$ cat config.mk
export PLATFORM = sky130hd
export DESIGN_NAME = stop_sequencer
export DESIGN_NICKNAME = d
export VERILOG_FILES = /design/src/verilog/stop_seq_pkg.sv /design/src/verilog/decel_ramp.sv /design/src/verilog/testpoint_mux.sv /design/src/verilog/stop_sequencer.sv
export VERILOG_INCLUDE_DIRS = /design/src /design/src/verilog
export SDC_FILE = /design/constraint.sdc
export NUM_CORES = 1
export LEC_CHECK = 0
export ABC_CLOCK_PERIOD_IN_PS = 5850
export BUFFER_PORTS_ARGS = -buffer_cell sky130_fd_sc_hd__buf_2
export CAP_MARGIN = 10
export CORE_UTILIZATION = 40
export CTS_BUF_LIST = sky130_fd_sc_hd__clkbuf_8
export DETAILED_ROUTE_END_ITERATION = 8
export RECOVER_POWER = 50
export SLEW_MARGIN = 10
export SYNTH_ARGS = -nofsm -noshare
export SYNTH_HDL_FRONTEND = slang
export SYNTH_SLANG_ARGS = --single-unit
$ cat constraint.sdc
create_clock -name pclk -period 5.85 [get_ports pclk]
set_input_delay 1.17 -clock pclk [delete_from_list [all_inputs] [get_ports pclk]]
set_output_delay 1.17 -clock pclk [all_outputs]
set_load 0.02 [all_outputs]
$ cat src/verilog/stop_seq_regs.svh
// Register offsets, reset values and timing counts of the stop sequencer
`ifndef STOP_SEQ_REGS_SVH
`define STOP_SEQ_REGS_SVH
`define OFS_STOP_MODE_A 12'h000
`define OFS_STOP_MODE_B 12'h004
`define OFS_DECEL_TIME_1 12'h008
`define OFS_DECEL_TIME_2 12'h00C
`define OFS_INJ_LEVEL 12'h010
`define OFS_HOLD_DURATION 12'h014
`define OFS_HOLD_CURRENT 12'h018
`define OFS_RUN_FREQ 12'h01C
`define OFS_STATUS 12'h020
`define OFS_TP1_SEL 12'h024
`define OFS_TP2_SEL 12'h028
`define OFS_TP1_VALUE 12'h02C
`define OFS_TP2_VALUE 12'h030
`define MODE_COAST 3'h1
`define MODE_DC_BRAKE 3'h3
`define MODE_RAMP_STOP 3'h4
`define MODE_RAMP_HOLD 3'h5
`define RST_STOP_MODE 3'h1
`define RST_DECEL_TIME 16'h0064
`define RST_TP_SEL 16'h01F3
`define TP_SEL_MAX 16'h03E7
`define TP_RESERVED_LO 16'h0008
`define TP_RESERVED_HI 16'h0063
`define TP_OWN_FREQ 16'h0064
`define TP_OWN_STATE 16'h0065
`define TP_OWN_HOLD 16'h0066
`define FULL_SCALE_FREQ 16'h7FFF
`define CLK_PERIOD_NS 100
`define TICK_TIME_NS 1000000
`define TICK_CYCLES ((`TICK_TIME_NS + `CLK_PERIOD_NS - 1) / `CLK_PERIOD_NS)
`endif

$ cat src/verilog/stop_seq_pkg.sv
// Types shared by the stop sequencer modules
package stop_seq_pkg;
  typedef enum logic [2:0] {
    st_stopped,
    st_running,
    st_ramp,
    st_timed_hold,
    st_dc_inject
  } stop_state_e;
  typedef logic [15:0] word_t;
endpackage

$ cat src/verilog/decel_ramp.sv
// Linear deceleration ramp from the present frequency down to zero
`timescale 1ns/1ps
module decel_ramp
  import stop_seq_pkg::*;
#(
  parameter int W = 16
) (
  // Clock and reset
  input wire logic pclk,
  input wire logic presetn,
  // Control
  input wire logic load,
  input wire logic [W-1:0] load_freq,
  input wire logic active,
  input wire logic ms_tick,
  input wire logic [15:0] decel_ms,
  input wire logic [W-1:0] full_scale,
  // Result
  output logic [W-1:0] freq,
  output logic at_zero
);
  typedef struct packed {
    logic [W-1:0] freq;
    logic [31:0] acc;
  } ramp_s;
  ramp_s q, d;

  // Full scale falls to zero in decel_ms (a zero time clears at once); else at most one step a cycle, so very
  // short times stretch. A tick and a step share a cycle so no tick is lost.
  always_comb begin
    d = q;
    if (load) begin
      d.freq = load_freq;
      d.acc = 32'h0000_0000;
    end else if (active && q.freq != '0) begin
      if (decel_ms == 16'h0000) begin
        d.freq = '0;
      end else begin
        if (q.acc >= {16'h0000, decel_ms}) begin
          d.acc = q.acc - {16'h0000, decel_ms};
          d.freq = q.freq - W'(1);
        end
        if (ms_tick) begin
          d.acc = d.acc + 32'(full_scale);
        end
      end
    end
  end

  always_ff @(posedge pclk or negedge presetn) begin
    if (!presetn) begin
      q <= '0;
    end else begin
      q <= d;
    end
  end

  assign freq = q.freq;
  assign at_zero = (q.freq == '0);
endmodule

$ cat src/verilog/testpoint_mux.sv
// Test-point selector decode onto a registered 16-bit value
`timescale 1ns/1ps
`include "stop_seq_regs.svh"
module testpoint_mux
  import stop_seq_pkg::*;
(
  // Clock and reset
  input wire logic pclk,
  input wire logic presetn,
  // Selection and sources
  input wire logic [15:0] sel,
  input wire logic [127:0] drive_quantities,
  input wire logic [15:0] own_freq,
  input wire logic [15:0] own_state,
  input wire logic [15:0] own_hold,
  // Result
  output logic [15:0] value
);
  typedef struct packed {
    logic [15:0] value;
  } tp_s;
  tp_s q, d;

  function automatic logic [15:0] pick(input logic [15:0] code);
    logic [15:0] r;
    r = 16'h0000;
    if (code < `TP_RESERVED_LO) begin
      r = drive_quantities[code[2:0]*16 +: 16];
    end else if (code <= `TP_RESERVED_HI) begin
      r = 16'h0000;
    end else if (code == `TP_OWN_FREQ) begin
      r = own_freq;
    end else if (code == `TP_OWN_STATE) begin
      r = own_state;
    end else if (code == `TP_OWN_HOLD) begin
      r = own_hold;
    end
    return r;
  endfunction

  always_comb begin
    d = q;
    d.value = pick(sel);
  end

  always_ff @(posedge pclk or negedge presetn) begin
    if (!presetn) begin
      q <= '0;
    end else begin
      q <= d;
    end
  end

  assign value = q.value;
endmodule

$ cat src/verilog/stop_sequencer.sv
// Stop-mode sequencer for the output stage with APB registers and test points
//
// Behaviour
// - Coast: gates off at once, motor freewheels
// - Stop mode value 3 selects DC brake
// - DC brake: output stops, DC level applied
// - DC brake ends only on enable open/start
// - Ramp to zero, then gates off
// - Machine stop selects second deceleration time
// - Timed DC hold when time and level nonzero
// - Output voltage zero after hold time
// - Ramp to hold: ramp, then DC hold
// - Hold removed only by enable/start
// - Selectors take 0..999, reset 499
// - Selectors reach otherwise hidden internal quantities
// - Test-point values read-only, 0..65535
// - Codes 0..7 map fixed drive quantities
// - Codes 8..99 reserved, read zero
`timescale 1ns/1ps
`include "stop_seq_regs.svh"
module stop_sequencer
  import stop_seq_pkg::*;
#(
  parameter int TICK_CYCLES = `TICK_CYCLES,
  parameter logic [15:0] FULL_SCALE = `FULL_SCALE_FREQ
) (
  // Clock and reset
  input wire logic pclk,
  input wire logic presetn,
  // APB slave
  input wire logic psel,
  input wire logic penable,
  input wire logic pwrite,
  input wire logic [11:0] paddr,
  input wire logic [31:0] pwdata,
  output logic [31:0] prdata,
  output logic pready,
  output logic pslverr,
  // Drive commands
  input wire logic enable_in,
  input wire logic start_cmd,
  input wire logic stop_cmd,
  input wire logic stop_select_b,
  input wire logic machine_stop,
  // Drive quantities for test points 0..7, code n in bits 16n+15:16n
  input wire logic [127:0] drive_quantities,
  // Power stage
  output logic gates_on,
  output logic [15:0] out_freq,
  output logic [15:0] out_volt,
  output logic dc_inject_on,
  output logic [15:0] dc_level
);
  typedef struct packed {
    stop_state_e state;
    logic [2:0] mode_a;
    logic [2:0] mode_b;
    logic [2:0] active_mode;
    logic [15:0] decel_1;
    logic [15:0] decel_2;
    logic [15:0] inj_level;
    logic [15:0] hold_ms;
    logic [15:0] hold_cur;
    logic [15:0] run_freq;
    logic [15:0] tp1_sel;
    logic [15:0] tp2_sel;
    logic [15:0] hold_cnt;
    logic [31:0] div_cnt;
    logic ms_tick;
    logic gates_on;
    logic dc_on;
    logic [15:0] dc_level;
    logic [15:0] volt;
    logic [15:0] freq;
    logic [31:0] prdata;
  } top_s;
  top_s q, d;

  logic [15:0] ramp_freq;
  logic ramp_zero;
  logic ramp_load;
  logic ramp_active;
  logic [15:0] tp1_value;
  logic [15:0] tp2_value;
  logic wr_en;
  logic rd_setup;
  logic hit;
  logic [2:0] sel_mode;

  function automatic logic mapped(input logic [11:0] a);
    logic r;
    r = 1'b0;
    unique case (a)
      `OFS_STOP_MODE_A, `OFS_STOP_MODE_B, `OFS_DECEL_TIME_1, `OFS_DECEL_TIME_2,
      `OFS_INJ_LEVEL, `OFS_HOLD_DURATION, `OFS_HOLD_CURRENT, `OFS_RUN_FREQ,
      `OFS_STATUS, `OFS_TP1_SEL, `OFS_TP2_SEL, `OFS_TP1_VALUE,
      `OFS_TP2_VALUE: r = 1'b1;
      default: r = 1'b0;
    endcase
    return r;
  endfunction

  // Stop codes other than the three named ones coast
  typedef enum logic [1:0] {
    beh_coast,
    beh_brake,
    beh_ramp_stop,
    beh_ramp_hold
  } stop_beh_e;

  function automatic stop_beh_e behaviour(input logic [2:0] code);
    stop_beh_e r;
    unique case (code)
      `MODE_DC_BRAKE: r = beh_brake;
      `MODE_RAMP_STOP: r = beh_ramp_stop;
      `MODE_RAMP_HOLD: r = beh_ramp_hold;
      default: r = beh_coast;
    endcase
    return r;
  endfunction

  // Out-of-range selector codes are dropped so each selector stays legal
  function automatic logic sel_legal(input logic [31:0] v);
    return v <= 32'(`TP_SEL_MAX);
  endfunction

  assign hit = mapped(paddr);
  assign wr_en = psel && penable && pwrite && hit;
  assign rd_setup = psel && !penable && !pwrite;
  assign pready = 1'b1;
  assign pslverr = psel && penable && !hit;

  // Mode B only while its selection input is asserted
  assign sel_mode = stop_select_b ? q.mode_b : q.mode_a;

  // Ramp reloads from the running reference until the stop begins
  assign ramp_load = (q.state == st_running) || (q.state == st_stopped);
  assign ramp_active = (q.state == st_ramp);

  always_comb begin
    d = q;
    d.ms_tick = 1'b0;
    if (q.div_cnt >= 32'(TICK_CYCLES - 1)) begin
      d.div_cnt = 32'h0000_0000;
      d.ms_tick = 1'b1;
    end else begin
      d.div_cnt = q.div_cnt + 32'h0000_0001;
    end

    // Register writes
    if (wr_en) begin
      unique case (paddr)
        `OFS_STOP_MODE_A: d.mode_a = pwdata[2:0];
        `OFS_STOP_MODE_B: d.mode_b = pwdata[2:0];
        `OFS_DECEL_TIME_1: d.decel_1 = pwdata[15:0];
        `OFS_DECEL_TIME_2: d.decel_2 = pwdata[15:0];
        `OFS_INJ_LEVEL: d.inj_level = pwdata[15:0];
        `OFS_HOLD_DURATION: d.hold_ms = pwdata[15:0];
        `OFS_HOLD_CURRENT: d.hold_cur = pwdata[15:0];
        `OFS_RUN_FREQ: d.run_freq = pwdata[15:0];
        `OFS_TP1_SEL: begin
          if (sel_legal(pwdata)) begin
            d.tp1_sel = pwdata[15:0];
          end
        end
        `OFS_TP2_SEL: begin
          if (sel_legal(pwdata)) begin
            d.tp2_sel = pwdata[15:0];
          end
        end
        default: d.mode_a = q.mode_a;
      endcase
    end

    // Read data captured in the setup phase
    d.prdata = 32'h0000_0000;
    if (rd_setup) begin
      unique case (paddr)
        `OFS_STOP_MODE_A: d.prdata = {29'h0, q.mode_a};
        `OFS_STOP_MODE_B: d.prdata = {29'h0, q.mode_b};
        `OFS_DECEL_TIME_1: d.prdata = {16'h0, q.decel_1};
        `OFS_DECEL_TIME_2: d.prdata = {16'h0, q.decel_2};
        `OFS_INJ_LEVEL: d.prdata = {16'h0, q.inj_level};
        `OFS_HOLD_DURATION: d.prdata = {16'h0, q.hold_ms};
        `OFS_HOLD_CURRENT: d.prdata = {16'h0, q.hold_cur};
        `OFS_RUN_FREQ: d.prdata = {16'h0, q.run_freq};
        `OFS_STATUS: d.prdata = {ramp_freq, 10'h0, q.dc_on, q.gates_on, q.state, ramp_zero};
        `OFS_TP1_SEL: d.prdata = {16'h0, q.tp1_sel};
        `OFS_TP2_SEL: d.prdata = {16'h0, q.tp2_sel};
        `OFS_TP1_VALUE: d.prdata = {16'h0, tp1_value};
        `OFS_TP2_VALUE: d.prdata = {16'h0, tp2_value};
        default: d.prdata = 32'h0000_0000;
      endcase
    end

    // Stop sequencing
    unique case (q.state)
      st_stopped: begin
        d.gates_on = 1'b0;
        d.dc_on = 1'b0;
        d.volt = 16'h0000;
        if (start_cmd && enable_in) begin
          d.state = st_running;
        end
      end
      st_running: begin
        d.gates_on = 1'b1;
        d.volt = q.run_freq;
        if (stop_cmd) begin
          d.active_mode = sel_mode;
          unique case (behaviour(sel_mode))
            beh_brake: begin
              // Normal output ends now, DC on one phase instead
              d.state = st_dc_inject;
              d.dc_level = q.inj_level;
              d.dc_on = 1'b1;
              d.volt = 16'h0000;
            end
            beh_ramp_stop, beh_ramp_hold: begin
              d.state = st_ramp;
            end
            beh_coast: begin
              // Dynamic braking detail lives elsewhere, so it coasts here
              d.state = st_stopped;
              d.gates_on = 1'b0;
              d.volt = 16'h0000;
            end
          endcase
        end
      end
      st_ramp: begin
        d.volt = ramp_freq;
        if (ramp_zero) begin
          if (behaviour(q.active_mode) == beh_ramp_hold) begin
            d.state = st_dc_inject;
            d.dc_level = q.inj_level;
            d.dc_on = 1'b1;
            d.volt = 16'h0000;
          end else if (q.hold_ms != 16'h0000 && q.hold_cur != 16'h0000) begin
            d.state = st_timed_hold;
            d.dc_level = q.hold_cur;
            d.dc_on = 1'b1;
            d.hold_cnt = q.hold_ms;
            d.volt = 16'h0000;
          end else begin
            // Transistors turn off only once the output has reached zero
            d.state = st_stopped;
            d.gates_on = 1'b0;
            d.volt = 16'h0000;
          end
        end
      end
      st_timed_hold: begin
        if (q.ms_tick) begin
          d.hold_cnt = q.hold_cnt - 16'h0001;
          if (q.hold_cnt == 16'h0001) begin
            d.state = st_stopped;
            d.dc_on = 1'b0;
            d.dc_level = 16'h0000;
            d.gates_on = 1'b0;
            d.volt = 16'h0000;
          end
        end
      end
      st_dc_inject: begin
        // Holds until enable opens or start returns; a stop has no effect
        if (start_cmd && enable_in) begin
          d.state = st_running;
          d.dc_on = 1'b0;
          d.dc_level = 16'h0000;
        end
      end
    endcase

    // Opening the enable input releases the motor from any state
    if (!enable_in) begin
      d.state = st_stopped;
      d.dc_on = 1'b0;
      d.dc_level = 16'h0000;
      d.gates_on = 1'b0;
      d.volt = 16'h0000;
    end

    // Frequency is shown only while the stage drives or ramps
    d.freq = (d.state == st_running || d.state == st_ramp) ? d.volt : 16'h0000;
  end

  always_ff @(posedge pclk or negedge presetn) begin
    if (!presetn) begin
      q <= '0;
      q.state <= st_stopped;
      q.mode_a <= `RST_STOP_MODE;
      q.mode_b <= `RST_STOP_MODE;
      q.active_mode <= `RST_STOP_MODE;
      q.decel_1 <= `RST_DECEL_TIME;
      q.decel_2 <= `RST_DECEL_TIME;
      q.tp1_sel <= `RST_TP_SEL;
      q.tp2_sel <= `RST_TP_SEL;
    end else begin
      q <= d;
    end
  end

  decel_ramp #(
    .W(16)
  ) decel_ramp_inst (
    .pclk(pclk),
    .presetn(presetn),
    .load(ramp_load),
    .load_freq(q.run_freq),
    .active(ramp_active),
    .ms_tick(q.ms_tick),
    .decel_ms(machine_stop ? q.decel_2 : q.decel_1),
    .full_scale(FULL_SCALE),
    .freq(ramp_freq),
    .at_zero(ramp_zero)
  );

  // One decode per selector; index 0 feeds test point one
  logic [15:0] tp_sel [2];
  logic [15:0] tp_value [2];
  assign tp_sel[0] = q.tp1_sel;
  assign tp_sel[1] = q.tp2_sel;
  assign tp1_value = tp_value[0];
  assign tp2_value = tp_value[1];

  for (genvar i = 0; i < 2; i++) begin : g_tp
    testpoint_mux testpoint_mux_inst (
      .pclk(pclk),
      .presetn(presetn),
      .sel(tp_sel[i]),
      .drive_quantities(drive_quantities),
      .own_freq(out_freq),
      .own_state({13'h0, q.state}),
      .own_hold(q.hold_cnt),
      .value(tp_value[i])
    );
  end

  assign prdata = q.prdata;
  assign gates_on = q.gates_on;
  assign out_volt = q.volt;
  assign out_freq = q.freq;
  assign dc_inject_on = q.dc_on;
  assign dc_level = q.dc_level;
endmodule

## After elaboration in Yosys (flattened, before gate mapping)

Memory sizes are Yosys's and may differ from the RTL's.
Index checks and enable logic that the tools add are counted.

| operators by class | value |
|---|---|
| $add $sub $neg | 5 |
| $lt $le $gt $ge | 7 |
| equality and inequality tests | 51 |
| shift operators | 2 |
| mux-type cells | 65 |
| reduce and logical (&&, ||, !) cells | 46 |

Operators with widths:

| cell | count |
|---|---|
| one-hot mux 32 bit (13 select lines) | 1 |
| 2-to-1 mux 16 bit | 18 |
| 2-to-1 mux 48 bit | 6 |
| indexed part select 128 x 8 -> 16 bit | 2 |
| 2-to-1 mux 34 bit | 5 |
| 2-to-1 mux 32 bit | 4 |
| one-hot mux 16 bit (4 select lines) | 2 |
| == test 16 x 7 -> 1 bit, second input constant | 6 |
| == test 12 x 6 -> 1 bit, second input constant | 5 |
| 2-to-1 mux 17 bit | 3 |
| == test 12 x 5 -> 1 bit, second input constant | 4 |
| nonzero test 16 bit | 3 |
| 2-to-1 mux 33 bit | 1 |
| adder 32 x 1 -> 32 bit, second input constant | 1 |
| adder 32 x 15 -> 32 bit, second input constant | 1 |
| >= comparator 32 x 14 -> 1 bit, second input constant | 1 |
| >= comparator 32 x 16 -> 1 bit | 1 |
| less-or-equal comparator 16 x 7 -> 1 bit, second input constant | 2 |
| less-or-equal comparator 32 x 10 -> 1 bit, second input constant | 1 |
| zero test 16 bit | 2 |
| less-than comparator 16 x 4 -> 1 bit, second input constant | 2 |
| one-hot mux 16 bit (2 select lines) | 1 |
| subtractor 16 x 1 -> 16 bit, second input constant | 2 |
| subtractor 32 x 16 -> 32 bit | 1 |
| 38 further kinds | 101 |

| word-level totals | value |
|---|---|
| register bits after elaboration | 351 |
| memory bits (read-only) | 64 |
| bits of input ports | 182 |
| output and inout port bits | 84 |
| word-level logic and storage cells | 202 |
| memories | 1 |

Memory list:

| memory | depth | width | read ports | clocked after Yosys merged registers in | write ports | RTL line | RTL |
|---|---|---|---|---|---|---|---|
| (no name shown) | 64 | 1 | 1 | 0 | 0 | stop_sequencer.sv:93 | `unique case (a)` |

## Longest topological paths before layout

Gate-level depths: netlist of run 1.

| logic depth | value |
|---|---|
| depth after elaboration | 14 |
| gate-level depth with buffers | 22 |

## Cells and area by module

A second synthesis of run 1 with hierarchy kept.

| unflattened totals | value |
|---|---|
| cells, all modules | 2146 |
| area, all modules | 22125.0 sq um |

Modules (own cells, without submodules):

| module | times used | cells each | area an instance (sq um) |
|---|---|---|---|
| stop_sequencer | 1 | 1160 | 13181.4 |
| decel_ramp | 1 | 664 | 5107.4 |
| testpoint_mux | 2 | 161 | 1918.1 |

## Worst setup path before layout of run 1

Ideal clock, no wire load.

| timing | value |
|---|---|
| path kind | input to register |
| from | in machine_stop |
| to | reg decel_ramp_inst.q[14] in the netlist's numbering |
| library setup time | 0.121 ns |
| data arrival time | 5.587 ns |
| data required time | 5.729 ns |
| setup slack | 0.142 ns |
| stages | 17 |
| buffers on the path | 4 |
| cells stage by stage | clkbuf_1 > clkbuf_1 > mux2i_1 > fa_1 > a211oi_1 > o211ai_1 > a2111oi_4 > and2_1 > buf_6 > clkbuf_1 > mux2i_1 > ha_1 > nand2_1 > nor4_1 > xnor2_1 > o21ai_1 > a22o_1 |

| on the way | value |
|---|---|
| cells in the longest elaborated chain, start to end | 11 |

Ends and longest elaborated chain:

| item | RTL line | RTL |
|---|---|---|
| from (decl) | stop_sequencer.sv:44 | `input wire logic machine_stop,` |
| 2-to-1 mux 16 bit (*) | stop_sequencer.sv:313 | `.decel_ms(machine_stop ? q.decel_2 : q.decel_1),` |
| subtractor 32 x 16 -> 32 bit or >= comparator 32 x 16 -> 1 bit (tied branches) | decel_ramp.sv:40, decel_ramp.sv:39 |  |
| 2-to-1 mux 48 bit | decel_ramp.sv:39 | `if (q.acc >= {16'h0000, decel_ms}) begin` |
| 2-to-1 mux 48 bit | decel_ramp.sv:36 | `if (decel_ms == 16'h0000) begin` |
| 2-to-1 mux 48 bit | decel_ramp.sv:35 | `end else if (active && q.freq != '0) begin` |
| 2-to-1 mux 48 bit | decel_ramp.sv:32 | `if (load) begin` |
| adder 32 x 15 -> 32 bit | decel_ramp.sv:44 | `d.acc = d.acc + 32'(full_scale);` |
| 2-to-1 mux 32 bit | decel_ramp.sv:43 | `if (ms_tick) begin` |
| 2-to-1 mux 32 bit | decel_ramp.sv:36 |  |
| 2-to-1 mux 48 bit | decel_ramp.sv:35 |  |
| 2-to-1 mux 48 bit | decel_ramp.sv:32 |  |
| to (signal assigned) | decel_ramp.sv:52 | `q <= '0;` |
| to (signal assigned) | decel_ramp.sv:54 | `q <= d;` |
| to (decl) | decel_ramp.sv:26 | `ramp_s q, d;` |

Mark *: on every way between the ends. The rest lies on a longest branch, timed or not. The select of a mux whose other input is x is not followed.
A chain may end at the register's enable or synchronous reset.

## Worst setup path in the final report of run 1

| timing | value |
|---|---|
| from | in machine_stop |
| to | reg decel_ramp_inst.q[31] in the netlist's numbering |

The elaborated chain is that of the path after synthesis.

==> results of run 1 <==
[per-layer routing]
layer	track usage	wire, um	vias up
met5	0	0	-
met4	0.0886	2390	0
met3	0.0480	5120	142
met2	0.413	32200	792
met1	0.369	30900	8586
li1	-	-	7679
[logic make-up (layout without fill, tap and decap cells)]
group,after synthesis,count (layout),share of synthesized area
and+or+nand+nor,587,587,0.151
AOI/OAI and AO/OA,438,438,0.151
DFF,351,351,0.425
muxes,260,260,0.172
buffers and inverters,237,448,0.0597
xor gates and xnor gates,67,67,0.0283
adders and majority gates,22,22,0.0136
other,2,21,0.000362
[placed cells by master (no fill, tap or decap), types with 39 or more instances in the layout]
master | netlist | routed
nand3_1 | 50 | 50
nor4_1 | 48 | 48
mux4_2 | 64 | 64
buf_2 | 7 | 252
inv_1 | 33 | 52
nand2_1 | 81 | 81
and2_1 | 39 | 39
mux2_2 | 123 | 123
clkbuf_8 | 0 | 76
nor2_1 | 158 | 158
dfrtp_1 | 328 | 328
nor3_1 | 51 | 43
o21ai_0 | 108 | 108
a21oi_1 | 60 | 59
mux2i_1 | 73 | 73
[power groups by stage]
stage / sequential, mW / clock (mW) / combinational (mW)
final: 2.48 / 2.38 / 0.414
after global placement: 2.52 / 0 / 0.407
after detailed placement: 2.52 / 0 / 0.414
after global routing: 2.48 / 2.54 / 0.452
after CTS: 2.48 / 2.43 / 0.415
after floorplan: 2.51 / 0 / 0.201
[path summary, 6_finish.rpt]
kind	slack, ns	cells past startpoint	startpoint	end
min	0.45	1	q[83]	q[83]
max in group asynchronous	2.08	2	presetn	out_volt[8]
min in group asynchronous	1.26	1	presetn	decel_ramp_inst.q[29]
min reg2reg	0.45	1	q[83]	q[83]
max	0.80	17	machine_stop	decel_ramp_inst.q[31]
max reg2reg	1.07	16	q[227]	decel_ramp_inst.q[31]
[through the flow]
step	total power, mW	instances
floorplan	2.71	1981
global placement	2.93	2763
detailed placement	2.94	2763
CTS	5.32	2872
global route	5.47	2873
finish	5.27	2874
[worst max-delay path: cells and delay by family]
family          cells  cell delay, ns
buf+inv             3            0.36
simple gates        3            1.22
xor+xnor            1            0.19
compound gates      7            1.96
fa+ha+maj           2            0.55
mux                 1            0.14
[layout make-up]
class / instances / area share
multi-input combinational: 1393 / 0.459
sequential: 351 / 0.375
timing repair buffer: 305 / 0.0692
clock buffer: 76 / 0.0445
tap: 680 / 0.0362
clock inverter: 33 / 0.0102
inverter: 34 / 0.00543
antenna: 2 / 0.000213
[registers in the layout, summed over array words and instances (netlist names)]
signal and cells:
q 189, g_tp.testpoint_mux_inst.value 32, out_volt 16, decel_ramp_inst.freq 16, decel_ramp_inst.q 32, dc_inject_on 1
prdata 32, gates_on 1, out_freq 16, dc_level 16
==> results.yml, run 1 <==
global_route:
  grt_pass1_wl_um: 106000
  overflow: 0
  grt_pass1_vias: 16500
  grt_usage: 0.264
  antenna_found_initial: 2
  grt_max_degree: 102
yosys:
  yosys_warnings: 0
  synth.cells.most_frequent: "328 x dfrtp_1, 158 x nor2_1, 123 x mux2_2"
  yosys.area.top_type_share: 0.396
  synth_area_leaders: "dfrtp_1 40%, mux4_2 7.0%, mux2_2 6.7%"
  ys_ff_latch: 351
  synth.most_common_cell: "dfrtp_1"
  synth-edff-count: 0
  ys_types: 90
  synth_area_per_cell_um2: 10.6
  synthFlopType: "dfrtp_1"
  netlist_instances: 1964
  synth_area_mm2: 0.0207
  ys_seq_area_frac: 0.425
  yosys.area.top_type: "dfrtp_1"
  synthArstFlopShare: 1.00
setup_path:
  critical_path.slowest_cell: "o41a_1"
  slowest_delay_ns: 0.58
  cp.required_ns: 6.42
  critical_path.cell_chain: "buf_2 -> mux2i_1 -> inv_1 -> ha_1 -> inv_1 -> fa_1 -> a211oi_1 -> o21a_1 -> o21ai_1 -> xor2_1 -> or4_1 -> o41a_1 -> nor3_4 -> nor4b_4 -> a21o_1 -> a211oi_1 -> o21bai_1"
  cp_max_fo: 10
  arrival_ns: 5.61
  path_class: "in -> reg"
  worstSetupEndpointType: "flip-flop"
  worstSetupStartpointType: "primary input"
pwr:
  power_frac_comb: 0.079
  seq_power_share: 0.471
  power.internal_mw: 3.92
  power_leakage_nw: 10.6
  pwr-share-clk: 0.451
  swShare: 0.256
  powerDensity_mw_per_mm2: 224
  p_sw_mw: 1.35
  vdd_ir_drop_max_uv: 150
clock_network:
  clock_path_buffers: 3
  cts_resized: 0
  clock_latency_ns: 0.68
  cts_made_buffers: 59
  clock-sinks: 351
  path_clk_slew_ns: 0.06
  cts_setup_buffers: 0
  clockRootBuffer: "clkbuf_8"
  holdBufCountCts: 0
  cts_max_level: 2
  tritoncts: "done"
timing:
  finClkSkew_ns: 0.0412
  clock.fmax_mhz: 198
  setup_viol: 0
  hold_ws_ns: 0.454
  finalMaxSlewViolations: 182
  fin_crit_ns: 5.05
  tightest_slew_ns: 3.10
  finalCritPeriodShare: 0.862
  setup_tns_ns: 0
  setup_ws_ns: 0.805
  relSlewSlack: -1.07
  rsz0062_at_grt: "false"
  hold_viol: 0
finish:
  fin_area_mm2: 0.0235
  drive_above_1_share: 0.287
  fin_util: 0.458
  area_growth_syn_to_layout_pct: 13.4
  multi_input_area_mm2: 0.0108
  nNetsFinal: 2348
  seq_area_mm2: 0.00881
  n_fill_cell: 4845
status:
  violations: "DRC, capacitance limit, slew limit"
  status: "complete, but fails checks"
die:
  dieArea_mm2: 0.0528
  chipHeight_um: 230
  core.rowCount: 83
  core_mm2: 0.0513
  initial_core_util: 0.404
  die_w_um: 230
  io_pins: 266
routing:
  viasPerCell: 5.98
  ant_nets: 0
  drcViolationCount: 4
  vias: 17200
  totalWireLength_um: 70500
  drt_iter0_drc: 1839
  wl_per_cell_um: 24.5
  firstDrtPassIters: 9
worst_hold_path:
  hp-class: "reg -> reg"
run:
  maxCapViolCount: 3
placed_design:
  place_ws_ns: 0.175
  gp_congestion: 0.926
  placedInstanceArea_mm2: 0.0223
  io_buffers: 264
  hpwlAfterDp_um: 52600
Power figures use the tool's default switching activity.
==> run 2: changes to the inputs <==
--- a/config.mk
+++ b/config.mk
@@ -6,7 +6,7 @@
 export SDC_FILE = /design/constraint.sdc
 export NUM_CORES = 1
 export LEC_CHECK = 0
-export ABC_CLOCK_PERIOD_IN_PS = 5850
+export ABC_CLOCK_PERIOD_IN_PS = 5200
 export BUFFER_PORTS_ARGS = -buffer_cell sky130_fd_sc_hd__buf_2
 export CAP_MARGIN = 10
 export CORE_UTILIZATION = 40
==> constraint.sdc (replaced) <==
create_clock -name pclk -period 5.2 [get_ports pclk]
set_input_delay 1.04 -clock pclk [delete_from_list [all_inputs] [get_ports pclk]]
set_output_delay 1.04 -clock pclk [all_outputs]
set_load 0.02 [all_outputs]
==> run 2 against run 1 <==
Compared with the run above:
- the run still ends with DRC, capacitance limit, slew limit left
- first-iteration DRC count decreased by 5.7%
- combinational power increased by 15%
- routed wire length increased by 0.76%
- register-to-register slack got worse by 0.34 ns
- hold slack about the same
- clock skew decreased by 0.013 ns
- non-clock buffer count increased by 40
- die area unchanged
- flip-flop and latch count unchanged
- via count increased by 1.2%
- count of clock-buffer cells in the layout decreased by 3
- total power increased by 12%
- critical path type unchanged
- largest power group unchanged
==> results.yml, run 2 (same netlist as run 1, synthesis figures left out) <==
status:
  status: "complete, but fails checks"
  violations: "DRC, capacitance limit, slew limit"
setup_path:
  slowest_delay_ns: 0.58
  cp_max_fo: 9
  rr_startpoint: "q[120]"
  arrival_ns: 5.11
  critical_path.cell_chain: "buf_2 -> buf_4 -> mux2i_1 -> ha_1 -> nor2_1 -> a211oi_1 -> o41ai_1 -> xnor2_1 -> or4_1 -> o41a_1 -> nor3_2 -> nand2b_1 -> xnor2_1 -> or3_1 -> o21ai_1"
  worstSetupStartpointType: "primary input"
  critPathLaunch: "machine_stop"
  path_common_cell: "xnor2_1"
  cp.required_ns: 5.82
  critical_path.slowest_cell: "o41a_1"
  path_class: "in -> reg"
  worstSetupEndpointType: "flip-flop"
clock_network:
  cts_made_buffers: 61
  path_clk_slew_ns: 0.06
  clock_latency_ns: 0.71
  clock-sinks: 351
  cts_setup_buffers: 0
  holdBufCountCts: 0
  clockRootBuffer: "clkbuf_8"
  clock_path_buffers: 3
  tritoncts: "done"
  cts_resized: 0
  cts_max_level: 2
pwr:
  power.total_mw: 5.88
  vdd_ir_drop_max_uv: 190
  power_leakage_nw: 10.8
  powerDensity_mw_per_mm2: 247
worst_hold_path:
  hold_start: "q[83]"
  hp-class: "reg -> reg"
placed_design:
  hpwlAfterDp_um: 53200
  gp_congestion: 0.951
  io_buffers: 264
  place_ws_ns: 0.0401
routing:
  viasPerCell: 5.97
  firstDrtPassIters: 9
  totalWireLength_um: 71100
  wl_per_cell_um: 24.4
  drt_iter0_drc: 1735
  ant_nets: 0
  drcViolationCount: 8
  vias: 17400
finish:
  final_cell_mix: "328 x dfrtp_1, 249 x buf_2, 158 x nor2_1, 123 x mux2_2, 108 x o21ai_0"
  area_growth_syn_to_layout_pct: 14.8
  nNetsFinal: 2390
  top_register: "q"
  mostFrequentLayoutCell: "dfrtp_1"
  largest_register_ffs: 189
  drive_above_1_share: 0.300
timing:
  tightest_slew_ns: 2.61
  finClkSkew_ns: 0.0281
  hold_viol: 0
  fin_crit_ns: 4.49
  clock.fmax_mhz: 223
  finalCritPeriodShare: 0.863
  rsz0062_at_grt: "false"
  setup_tns_ns: 0
  finalMaxSlewViolations: 96
  setup_ws_ns: 0.710
  relSlewSlack: -0.739
  setup_viol: 0
die:
  core.rowCount: 83
  initial_core_util: 0.404
  die_w_um: 230
  dieArea_mm2: 0.0528
  core_mm2: 0.0513
  io_pins: 266
  chipHeight_um: 230
global_route:
  grt_max_degree: 98
  antenna_found_initial: 1
  overflow: 0
  grt_usage: 0.268
  grt_pass1_vias: 17000
  grt_pass1_wl_um: 108000
run:
  maxCapViolCount: 1
## run 2: changes by cell type in the layout (fill, tap and decap cells not counted), sizes merged
cell / previous run / this run
buf: 289 / 328
clkinv: 7 / 14
clkbuf: 92 / 90
bufinv: 3 / 2
diode: 2 / 1
inv: 56 / 57
## run 2: through the flow
stage	util	cells	hold slack (ns)	cell area, um2
after global placement	0.440	2803	0.438	22600
after global routing	0.464	2916	0.471	23800
after CTS	0.465	2916	0.363	23800
final	0.464	2917	0.454	23800
after detailed placement	0.440	2803	0.451	22600
after floorplan	-	1981	0.425	20800
## run 2: final timing paths
path	depth (start not counted)	to	slack [ns]
worst min register to register	1	q[83]	0.45
min in group asynchronous	1	decel_ramp_inst.q[30]	1.12
worst max-delay path	15	decel_ramp_inst.q[18]	0.71
worst min-delay path	1	q[83]	0.45
worst max register to register	10	out_freq[3]	0.73
max in group asynchronous	2	g_tp[1].testpoint_mux_inst.value[3]	1.76
## run 2: routing by layer
layer	up-vias	routed length (um)	GRT usage
met1	8660	30900	0.370
met3	151	4940	0.0418
li1	7772	-	-
met5	-	13	0
met4	2	3090	0.119
met2	816	32200	0.417
## run 2: area by class of cell
class / count / area [um2]
sequential: 351 / 8810
inverter: 34 / 128
fill: 4824 / 27500
clock buffer: 73 / 1000
antenna: 1 / 2.50
timing repair buffer: 345 / 1960
multi-input combinational: 1393 / 10800
tap: 680 / 851
clock inverter: 40 / 259
## run 2: power breakdown
group | internal [mW] | switching [mW]
logic | 0.191 | 0.287
clock network | 1.38 | 1.23
registers | 2.77 | 0.0247
## run 2: worst max-delay path, delay by kind of cell
family,cells,cell delay [ns]
mux,1,0.27
simple gates,5,1.69
compound gates,4,1.22
xor+xnor,2,0.24
fa+ha+maj,1,0.33
buf+inv,2,0.31
==> run 3: changes to the inputs <==
--- a/config.mk
+++ b/config.mk
@@ -6,9 +6,11 @@
 export SDC_FILE = /design/constraint.sdc
 export NUM_CORES = 1
 export LEC_CHECK = 0
+export ABC_AREA = 1
 export ABC_CLOCK_PERIOD_IN_PS = 5200
 export BUFFER_PORTS_ARGS = -buffer_cell sky130_fd_sc_hd__buf_2
 export CAP_MARGIN = 10
+export CORE_MARGIN = 2
 export CORE_UTILIZATION = 40
 export CTS_BUF_LIST = sky130_fd_sc_hd__clkbuf_8
 export DETAILED_ROUTE_END_ITERATION = 8
==> run 3 against run 2 <==
Compared with the run above:
- the flow finishes with violations (capacitance limit, slew limit)
- via count up 28%
- register-to-register slack improved by 0.65 ns
- critical path type unchanged
- global-route usage increased by 3.9 points
- non-clock buffer count fell by 48
==> results.yml, run 3 <==
status:
  status: "complete, but fails checks"
  violations: "capacitance limit, slew limit"
timing:
  setup_tns_ns: 0
  clock.fmax_mhz: 243
  finalMaxSlewViolations: 104
  setup_ws_ns: 1.09
  hold_viol: 0
  setup_viol: 0
  finClkSkew_ns: 0.0225
  fin_crit_ns: 4.11
  relSlewSlack: -0.882
  rsz0062_at_grt: "false"
  tightest_slew_ns: 2.82
  finalCritPeriodShare: 0.791
worst_hold_path:
  hp-class: "reg -> reg"
  hold_depth: 1
clock_network:
  tritoncts: "done"
  clock-sinks: 351
  cts_max_level: 2
  cts_setup_buffers: 0
  clock_path_buffers: 3
  clock_latency_ns: 0.68
  cts_resized: 0
  path_clk_slew_ns: 0.06
  clockRootBuffer: "clkbuf_8"
  holdBufCountCts: 0
  cts_made_buffers: 59
routing:
  vias: 22300
  drcViolationCount: 0
  totalWireLength_um: 88600
  viasPerCell: 5.64
  wl_per_cell_um: 22.4
  ant_nets: 0
  drt_iter0_drc: 2325
  firstDrtPassIters: 6
die:
  initial_core_util: 0.403
  dieArea_mm2: 0.0571
  core_mm2: 0.0548
  chipHeight_um: 239
  core.rowCount: 86
  io_pins: 266
  die_w_um: 239
pwr:
  vdd_ir_drop_max_uv: 596
  power.total_mw: 12.9
  powerDensity_mw_per_mm2: 522
  power_leakage_nw: 11.9
finish:
  top_register: "q"
  fin_util: 0.451
  seq_area_mm2: 0.00881
  n_fill_cell: 5628
  largest_register_ffs: 189
  area_growth_syn_to_layout_pct: 11.9
  fin_area_mm2: 0.0247
  final_cell_mix: "754 x nand2_1, 395 x inv_1, 328 x dfrtp_1, 253 x o21ai_0, 244 x buf_2"
  nNetsFinal: 3409
  drive_above_1_share: 0.152
  mostFrequentLayoutCell: "nand2_1"
  multi_input_area_mm2: 0.0107
global_route:
  antenna_found_initial: 1
  grt_pass1_wl_um: 133000
  grt_usage: 0.307
  grt_pass1_vias: 21700
  overflow: 0
  grt_max_degree: 106
setup_path:
  r2r_setup_slack_ns: 1.38
  cp.required_ns: 5.75
  worstSetupEndpointType: "flip-flop"
  cp_max_fo: 30
  worstSetupStartpointType: "primary input"
  arrival_ns: 4.66
  path_class: "in -> reg"
  reg2reg_depth: 21
yosys:
  netlist_instances: 3029
  synth_area_mm2: 0.0221
  yosys.area.top_type_share: 0.372
  synth_area_leaders: "dfrtp_1 37%, nand2_1 13%, inv_1 6.3%"
  yosys.area.top_type: "dfrtp_1"
  synth_area_per_cell_um2: 7.29
  synth-edff-count: 0
  ys_types: 61
  ys_ff_latch: 351
  synthArstFlopShare: 1.00
  synthFlopType: "dfrtp_1"
  synth.cells.most_frequent: "754 x nand2_1, 372 x inv_1, 328 x dfrtp_1"
  ys_seq_area_frac: 0.399
  yosys_warnings: 0
  synth.most_common_cell: "nand2_1"
placed_design:
  gp_congestion: 1.04
  io_buffers: 264
  hpwlAfterDp_um: 68700
  place_ws_ns: 0.410
  placedInstanceArea_mm2: 0.0235
run:
  maxCapViolCount: 1
==> run 3: cell types whose count changed after synthesis, moves of 36 or more <==
cell / previous run / this run
nand2_1: 81 / 754
inv_1: 33 / 372
nand3_1: 50 / 201
o21ai_0: 108 / 253
mux2_2: 123 / 0
mux2i_1: 73 / 2
mux4_2: 64 / 0
nor2_1: 158 / 218
nand4_1: 14 / 70
a221o_1: 36 / 0
==> run 3: kinds of logic (layout without fill, tap and decap cells) <==
family	after synthesis	in the layout	synth area share
flip-flops	351	351	0.399
multiplexers	2	2	0.000907
other	2	20	0.000340
adder cells (fa/ha/maj)	22	22	0.0128
buffers and inverters	593	800	0.118
AND/OR/NAND/NOR	1414	1414	0.283
AO/OA/AOI/OAI	622	622	0.177
XOR/XNOR	23	23	0.00913
==> run 3: final timing paths <==
check / start / endpoint
max in group asynchronous: presetn / q[251]
min: q[83] / q[83]
max: machine_stop / decel_ramp_inst.q[21]
max reg2reg: q[243] / decel_ramp_inst.q[21]
min reg2reg: q[83] / q[83]
min in group asynchronous: presetn / q[92]
==> run 3: layout make-up <==
| type | instances | share of cell area |
|---|---|---|
| well taps | 704 | 0.0357 |
| flip-flops and latches | 351 | 0.357 |
| repair buffers | 297 | 0.0634 |
| multi-input cells | 2102 | 0.435 |
| clock inverters | 37 | 0.00897 |
| diodes | 1 | 0.000101 |
| inverters | 394 | 0.0599 |
| clock buffers | 72 | 0.0401 |
==> run 3: through the flow <==
stage | instances | hold slack (ns)
2_1_floorplan | 3046 | 0.433
3_3_place_gp | 3848 | 0.448
3_5_place_dp | 3848 | 0.453
4_1_cts | 3957 | 0.409
5_1_grt | 3958 | 0.480
6_report | 3958 | 0.456
==> run 3: per-layer routing <==
layer,share of wire,global-route usage
met1,0.40,0.381
met2,0.47,0.509
met3,0.074,0.0488
met4,0.062,0.175
met5,0,0
==> run 3: critical path, cell delays in order <==
cell and delay (ns):
buf_2 0.37, nand2_1 0.09, o21ai_0 0.14, ha_1 0.20, inv_1 0.08, fa_1 0.43
nand2_1 0.11, nand2_1 0.09, nand3_1 0.10, nand2_2 0.10, nand2_4 0.11, nand2_1 0.08
nor2_2 0.50, nand2_1 0.12, nand2_1 0.18, nand2_1 0.10, nor2_2 0.15, nand2_2 0.09
o21ai_1 0.31, o21ai_0 0.13, nand3_1 0.08, nand2_1 0.05
==> run 3: where the power goes <==
part / total (mW) / internal, mW / switching (mW)
Clock: 2.54 / 1.35 / 1.19
Sequential: 3.18 / 2.95 / 0.227
Combinational: 7.17 / 2.05 / 5.12
